## src/inc/host_port_pkg.sv

```systemverilog
// Package: constants and carrier types for the host port and radio pins
package host_port_pkg;
	localparam int ADDR_W    = 4;
	localparam int DATA_W    = 8;
	localparam int SYNC_LEN  = 3;
	localparam int CHIP_DIV  = 8;
	localparam int REG_COUNT = 16;

	localparam logic [3:0] ADDR_IRQ_SRC  = 4'hF;
	localparam logic [3:0] ADDR_RX_CHIPS = 4'hE;
	localparam logic [3:0] ADDR_CTRL     = 4'h0;
	localparam logic [3:0] ADDR_TX_DATA  = 4'h1;
	localparam logic [3:0] ADDR_IRQ_MASK = 4'h2;

	localparam int CTRL_TX_BIT  = 0;
	localparam int IRQ_RX_BIT   = 0;
	localparam int IRQ_TX_BIT   = 1;

	localparam logic [7:0] ZERO_BYTE = 8'h00;
	localparam logic [2:0] ZERO3     = 3'h0;
	localparam logic [2:0] ONE3      = 3'h1;
	localparam logic [2:0] DIV_LAST  = 3'h7;

	typedef struct packed {
		logic       selN;
		logic       rdN;
		logic       wrN;
		logic [3:0] addr;
		logic [7:0] dataIn;
	} host_req_type;

	typedef struct packed {
		logic [7:0] dataOut;
		logic       dataOe;
		logic       irqN;
	} host_ans_type;

	typedef struct packed {
		logic antennaTxSelect;
		logic modulatedChipOut;
	} radio_out_type;
endpackage

```

## src/pin_sync.sv

```systemverilog
// Three-stage synchroniser with agreement of last two stages
module pin_sync
	import host_port_pkg::*;
(
	input  wire logic clk_sys,
	input  wire logic rstn,
	input  wire logic pinIn,
	output logic      pinOut
);
	typedef struct packed {
		logic [2:0] sh;
		logic       stable;
	} sync_state_type;

	sync_state_type state_r;
	sync_state_type state_nxt;

	always_comb begin
		state_nxt = state_r;
		state_nxt.sh = {state_r.sh[1:0], pinIn};
		// Stage 0 only feeds stage 1; stages 1 and 2 must agree
		if (state_r.sh[2] == state_r.sh[1]) begin
			state_nxt.stable = state_r.sh[2];
		end
	end

	always_ff @(posedge clk_sys) begin
		if (!rstn) begin
			state_r <= '0;
		end else begin
			state_r <= state_nxt;
		end
	end

	assign pinOut = state_r.stable;
endmodule

```

## src/host_bus_and_radio_pins.sv

```systemverilog
// Host parallel port and radio-side digital pins of the transceiver
// Notes on behaviour
// RULE_01 - Antenna select high means transmit, low receive
// RULE_02 - Modulated chips leave on dedicated output
// RULE_03 - Received chips come on one digital input
// RULE_04 - Reset low clears storage, stops divided clocks
// RULE_05 - Address valid only while select is low
// RULE_06 - Select high: host accesses change nothing
// RULE_07 - Four-bit address, bit 3 most significant
// RULE_08 - Interrupt low while pending; host reads source
// RULE_09 - Eight-bit two-way data bus, bit 7 top
// RULE_10 - Drive data only on selected read
module host_bus_and_radio_pins
	import host_port_pkg::*;
(
	input  wire logic             clk_sys,
	input  wire logic             master_reset_n,
	input  wire logic             device_select_n,
	input  wire logic             host_rd_n,
	input  wire logic             host_wr_n,
	input  wire logic [ADDR_W-1:0] host_addr,
	input  wire logic [DATA_W-1:0] host_data_in,
	output logic      [DATA_W-1:0] host_data_out,
	output logic      [DATA_W-1:0] host_data_oe_n,
	output logic                  host_irq_n,
	input  wire logic             rx_chip_in,
	output logic                  antenna_tx_select,
	output logic                  modulated_chip_out
);
	typedef struct packed {
		host_req_type  req;
		logic          rdPrev;
		logic          wrPrev;
		logic [7:0]    ctrl;
		logic [7:0]    txShift;
		logic [7:0]    rxShift;
		logic [7:0]    rxHold;
		logic [2:0]    div;
		logic [2:0]    rxCount;
		logic [2:0]    txCount;
		logic [7:0]    irqSrc;
		logic [7:0]    irqMask;
		host_ans_type  ans;
		radio_out_type radio;
	} port_state_type;

	port_state_type state_r;
	port_state_type state_nxt;

	// Strobes after synchronisation, active high and active low
	logic           selAct;
	logic           rdAct;
	logic           wrAct;
	logic           selN;
	logic           rdN;
	logic           wrN;
	logic           rxChip;
	logic           chipTick;
	logic           rdFall;
	logic           wrRise;
	logic           selRead;
	// Events, each true for one clock
	logic           wrFall;
	logic           rxDone;
	logic           txDone;

	// Host strobes come from another clock: synchronise them active high,
	// so a synchroniser's reset value is the idle level and no false
	// access follows reset
	// Data lines are qualified by the strobes and need no synchroniser
	pin_sync uSel (
		.clk_sys(clk_sys),
		.rstn   (master_reset_n),
		.pinIn  (~device_select_n),
		.pinOut (selAct)
	);

	pin_sync uRd (
		.clk_sys(clk_sys),
		.rstn   (master_reset_n),
		.pinIn  (~host_rd_n),
		.pinOut (rdAct)
	);

	pin_sync uWr (
		.clk_sys(clk_sys),
		.rstn   (master_reset_n),
		.pinIn  (~host_wr_n),
		.pinOut (wrAct)
	);

	pin_sync uRx (
		.clk_sys(clk_sys),
		.rstn   (master_reset_n),
		.pinIn  (rx_chip_in), // RULE_03
		.pinOut (rxChip)
	);

	// Back to pin polarity for the access logic
	assign selN     = ~selAct;
	assign rdN      = ~rdAct;
	assign wrN      = ~wrAct;

	// Chip divider: one tick in eight clocks
	assign chipTick = (state_r.div == DIV_LAST);
	assign rxDone   = chipTick && (state_r.rxCount == DIV_LAST);
	assign txDone   = chipTick && (state_r.txCount == DIV_LAST);

	// A read or write counts only while selected
	assign selRead  = !selN && !rdN; // RULE_05
	assign rdFall   = selRead && state_r.rdPrev;
	assign wrFall   = !selN && !wrN && state_r.wrPrev;
	assign wrRise   = wrN && !state_r.wrPrev && !selN; // RULE_06

	always_comb begin
		state_nxt = state_r;
		state_nxt.rdPrev = rdN || selN;
		state_nxt.wrPrev = wrN || selN;
		state_nxt.div    = state_r.div + ONE3;

		// Address held steady by the host for the whole access
		if (!selN) begin
			state_nxt.req.addr = host_addr; // RULE_07
		end

		// Write data is taken once, at strobe start: the host may let
		// the bus go as soon as it lifts the strobe
		if (wrFall) begin
			state_nxt.req.dataIn = host_data_in; // RULE_09
		end

		// Chips move one place per divider tick
		if (chipTick) begin
			state_nxt.rxShift = {state_r.rxShift[6:0], rxChip}; // RULE_03
			state_nxt.rxCount = state_r.rxCount + ONE3;
			state_nxt.txShift = {state_r.txShift[6:0], 1'b0};
			state_nxt.txCount = state_r.txCount + ONE3;
			state_nxt.radio.modulatedChipOut = state_r.txShift[7]; // RULE_02
		end
		if (rxDone) begin
			state_nxt.rxHold = {state_r.rxShift[6:0], rxChip};
		end

		// Reading the source clears it; an event in the same cycle wins
		if (rdFall && state_nxt.req.addr == ADDR_IRQ_SRC) begin // RULE_08
			state_nxt.irqSrc = ZERO_BYTE;
		end
		if (rxDone) begin
			state_nxt.irqSrc[IRQ_RX_BIT] = 1'b1;
		end
		if (txDone) begin
			state_nxt.irqSrc[IRQ_TX_BIT] = 1'b1;
		end

		if (wrRise) begin // RULE_06
			unique case (state_r.req.addr)
				ADDR_CTRL: begin
					state_nxt.ctrl = state_r.req.dataIn;
				end
				ADDR_TX_DATA: begin
					state_nxt.txShift = state_r.req.dataIn;
					state_nxt.txCount = ZERO3;
				end
				ADDR_IRQ_MASK: begin
					state_nxt.irqMask = state_r.req.dataIn;
				end
				default: begin
					state_nxt.ctrl = state_r.ctrl;
				end
			endcase
		end

		// Read data is taken at strobe start and stands to its end, so a
		// read that clears the source still shows what was pending
		if (rdFall) begin
			unique case (state_nxt.req.addr)
				ADDR_CTRL: begin
					state_nxt.ans.dataOut = state_r.ctrl;
				end
				ADDR_IRQ_MASK: begin
					state_nxt.ans.dataOut = state_r.irqMask;
				end
				ADDR_RX_CHIPS: begin
					state_nxt.ans.dataOut = state_r.rxHold;
				end
				ADDR_IRQ_SRC: begin
					state_nxt.ans.dataOut = state_r.irqSrc;
				end
				default: begin
					state_nxt.ans.dataOut = ZERO_BYTE;
				end
			endcase
		end

		// Bus is let go one clock after the strobe or select lifts
		state_nxt.ans.dataOe = selRead; // RULE_10
		state_nxt.ans.irqN =
			~|(state_nxt.irqSrc & state_nxt.irqMask); // RULE_08
		// Antenna follows the control write in the same clock
		state_nxt.radio.antennaTxSelect =
			state_nxt.ctrl[CTRL_TX_BIT]; // RULE_01
	end

	// Synchronous reset clears state but sets rdPrev, wrPrev and irqN high, and holds the chip divider
	always_ff @(posedge clk_sys) begin
		if (!master_reset_n) begin // RULE_04
			state_r        <= '0;
			state_r.rdPrev <= 1'b1;
			state_r.wrPrev <= 1'b1;
			state_r.ans.irqN <= 1'b1;
		end else begin
			state_r <= state_nxt;
		end
	end

	assign host_data_out      = state_r.ans.dataOut; // RULE_09

	// Every data bit shares the one enable flop
	for (genvar b = 0; b < DATA_W; b++) begin : gen_oe
		assign host_data_oe_n[b] = ~state_r.ans.dataOe; // RULE_10
	end
	assign host_irq_n         = state_r.ans.irqN;
	assign antenna_tx_select  = state_r.radio.antennaTxSelect; // RULE_01
	assign modulated_chip_out = state_r.radio.modulatedChipOut; // RULE_02
endmodule

```

## config.mk

```make
export PLATFORM = sky130hd
export DESIGN_NAME = host_bus_and_radio_pins
export DESIGN_NICKNAME = d
export VERILOG_FILES = /design/src/inc/host_port_pkg.sv /design/src/pin_sync.sv /design/src/host_bus_and_radio_pins.sv
export SDC_FILE = /design/constraint.sdc
export NUM_CORES = 1
export LEC_CHECK = 0
export BUFFER_PORTS_ARGS = -buffer_cell sky130_fd_sc_hd__buf_2
export CAP_MARGIN = 5
export CELL_PAD_IN_SITES_DETAIL_PLACEMENT = 0
export CELL_PAD_IN_SITES_GLOBAL_PLACEMENT = 1
export CORE_AREA = 5 5 107 109
export CTS_CLUSTER_DIAMETER = 120
export CTS_CLUSTER_SIZE = 30
export DETAILED_ROUTE_END_ITERATION = 16
export DIE_AREA = 0 0 112 114
export PLACE_DENSITY_LB_ADDON = 0.05
export SKIP_LAST_GASP = 1
export SYNTH_ARGS = -nofsm -noshare
export SYNTH_HDL_FRONTEND = slang
export SYNTH_HIERARCHICAL = 1
export SYNTH_SLANG_ARGS = --single-unit
```

## constraint.sdc

```tcl
create_clock -name clk_sys -period 4.6 [get_ports clk_sys]
set_input_delay 0.46 -clock clk_sys [delete_from_list [all_inputs] [get_ports clk_sys]]
set_output_delay 0.46 -clock clk_sys [all_outputs]
set_load 0.005 [all_outputs]
```

==> results.cfg <==
[sta]
timing.final.crit_share = 0.6748
relSlewSlack = 0.3920
final_hold_viol_count = 0
setup_viol = 0
min_period_ns = 3.104
worst_pin_slew_ns = 0.9086
hold_slack_ns = 0.3046
clock.fmax_mhz = 322.1
rsz0062_at_grt = false
drv_slew = 0
fin_skew_ns = 0.009267
fin_setup_tns_ns = 0

[setup_path]
crit_type = reg2reg
required_ns = 4.87
cp_cell_sequence = nor4b_4 > or4b_1 > mux2_4 > a221o_1 > a222oi_1
max_stage_delay_ns = 0.79
r2r_end = host_irq_n$_SDFF_PN1_
startpoint_type = flop
r2r_slack_ns = 1.50
crit_path_end_kind = flop
slowest_stage = dfxtp_1
critPathMaxFanout = 23
reg2reg_depth = 5
arrival_ns = 3.37
r2r-start = uSel/pinOut$_SDFFE_PN0N_
startpoint = uSel/pinOut$_SDFFE_PN0N_

[synthesis]
ys_types = 35
synth_cells = 377
synth_warnings = 6
yosysMostFrequentCell = dfxtp_1
synth_fp_nets = 401
synth_area_per_cell_um2 = 10.10
synth-edff-count = 0
synth_largest_area_cell = dfxtp_1
syn_area_um2 = 3806
synth_seq_cells = 97
synthTopCellsByArea = dfxtp_1, mux2i_1, nor2_1
netlist.area_leader.share = 0.5102
synth_top_cells_by_count = dfxtp_1, nor2_1, mux2i_1
seq_area_frac_synth = 0.5102
synthArstFlopShare = 0
synth-main-ff-cell = dfxtp_1

[floorplan]
io_pins = 37
core_area_um2 = 10510
fp.dieH_um = 114
num_rows = 38
die-area_um2 = 12770
die_width_um = 112
start_util = 0.3622

[global_route]
antenna_found_initial = 0
grt_pass1_vias = 2447
grt_pass1_wl_mm = 13.31
grtUsageTotal = 0.1331
grt_max_degree = 58
grt_remaining_overflow = 0

[route]
post_drt_wl_per_cell_um = 15.21
ant_nets = 0
topRoutingLayerUsed = met4
firstDrtPassIters = 4
route.met2.wl_mm = 3.642
routed_wl_mm = 8.229
drc = 0
dr_total_vias = 2609
wl_met1_mm = 4.100
drt_iter0_markers = 116
viasPerCell = 4.823
routed-wl-met3_um = 382

[power_and_ir_drop]
p_total_w = 0.001485
ir_drop_mv = 0.2002
p_leak_nw = 1.696
power_density_nw_per_um2 = 353.0

[layout]
num_antenna_cells = 0
area_growth_pct = 10.55
drive_above_1_share = 0.1546
nFillCells = 1049
fin_nets = 420

[flow_run]
maxCapViolCount = 0

[clock_network]
numClockSinks = 97
htreeDepth = 3
cts_resized = 0
cts-hold-fix-buffers = 0
cts_buffer_depth = 2
root_buffer = clkbuf_8
cts_setup_buffers = 0
clk_latency_ns = 0.36
cts_buffers = 9
cts_tree = yes
clk_pin_slew_worst_paths_ns = 0.10

[placed_design]
port_buffers = 36
dp_hpwl_mm = 5.500
routabilityCongestion = 0.7676

[status]
status = complete, no violations

[hold_path]
holdCritStartpoint = rx_chip_in
hold_end = uRx/state_nxt[2]$_SDFF_PN0_
min_path_type = in2reg
whs_path_depth = 2
[worst max-delay path by stage]
stage | depth (start not counted) | slack, ns | end
global route | 5 | 1.32 | host_irq_n$_SDFF_PN1_
detailed placement | 5 | 1.54 | host_irq_n$_SDFF_PN1_
floorplan | 6 | 2.28 | host_irq_n$_SDFF_PN1_
finish | 5 | 1.50 | host_irq_n$_SDFF_PN1_
global placement | 5 | 1.55 | host_irq_n$_SDFF_PN1_
CTS | 5 | 1.51 | host_irq_n$_SDFF_PN1_
[registers in the layout, indices dropped and copies added, names as in the netlist]
signal              count
uWr/state_nxt           2
uRx/state_r             1
host_irq_n              1
uWr/state_r             1
host_data_out           8
uWr/pinOut              1
uRd/state_r             1
uSel/state_nxt          2
state_r                70
antenna_tx_select       1
uRd/state_nxt           2
uRx/state_nxt           2
modulated_chip_out      1
uSel/state_r            1
uSel/pinOut             1
uRx/pinOut              1
uRd/pinOut              1
[critical path, delay by kind of cell, from the launching register on]
kind	cells	cell delay, ns
AOI/OAI and AO/OA	2	0.66
DFF	1	0.79
muxes	1	0.40
and+or+nand+nor	2	1.15
[per-layer routing]
layer,vias to the layer above,track usage
li1,1355,-
met1,1200,0.1893
met2,47,0.1954
met3,7,0.03448
met4,0,0.04808
met5,-,0
[kinds of logic after synthesis]
family,count (synthesis),synth area share
adders and majority gates,6,0.01972
and+or+nand+nor,121,0.1532
buffers and inverters,37,0.05621
DFF,97,0.5102
muxes,46,0.1223
xor gates and xnor gates,2,0.004603
AOI/OAI and AO/OA,68,0.1338
[area by class of cell]
type,instances,area (um^2),area share
Sequential cell,97,1942,0.4615
Multi-Input combinational cell,243,1650,0.3922
Timing Repair Buffer,38,195.2,0.04639
Tap cell,140,175.2,0.04163
Clock buffer,9,123.9,0.02944
Clock inverter,7,95.09,0.02260
Inverter,7,26.28,0.006244
[cell usage in the layout (no fill, tap or decap), types with 2 or more instances in the layout]
cell / instances
clkinvlp_4: 4
a221o_1: 9
nor3_1: 3
mux2i_1: 45
nand3_1: 4
and3_1: 7
buf_2: 36
a22oi_1: 6
a31oi_1: 3
clkbuf_8: 9
a21boi_1: 5
a21oi_1: 14
and2_2: 5
dfxtp_1: 97
nand2_1: 24
o21ai_1: 4
ha_1: 6
a211oi_1: 7
nor2_1: 55
and2_1: 13
bufinv_16: 2
a22o_1: 17
buf_4: 2
inv_1: 7
nand4_1: 4
xnor2_1: 2
[metrics by stage]
stage	cell area (um^2)	utilization	std cells	setup slack (ns)
global route	4208	0.4005	541	1.324
CTS	4208	0.4005	541	1.510
finish	4208	0.4005	541	1.496
global placement	3989	0.3796	525	1.550
detailed placement	3989	0.3796	525	1.543
floorplan	3806	-	377	2.280
[power breakdown]
group          switching, W  internal, W  total [W]
Combinational     0.0000201    0.0000122  0.0000323
Clock              0.000300     0.000305   0.000605
Sequential       0.00000268     0.000846   0.000848
Power figures use the tool's default switching activity.
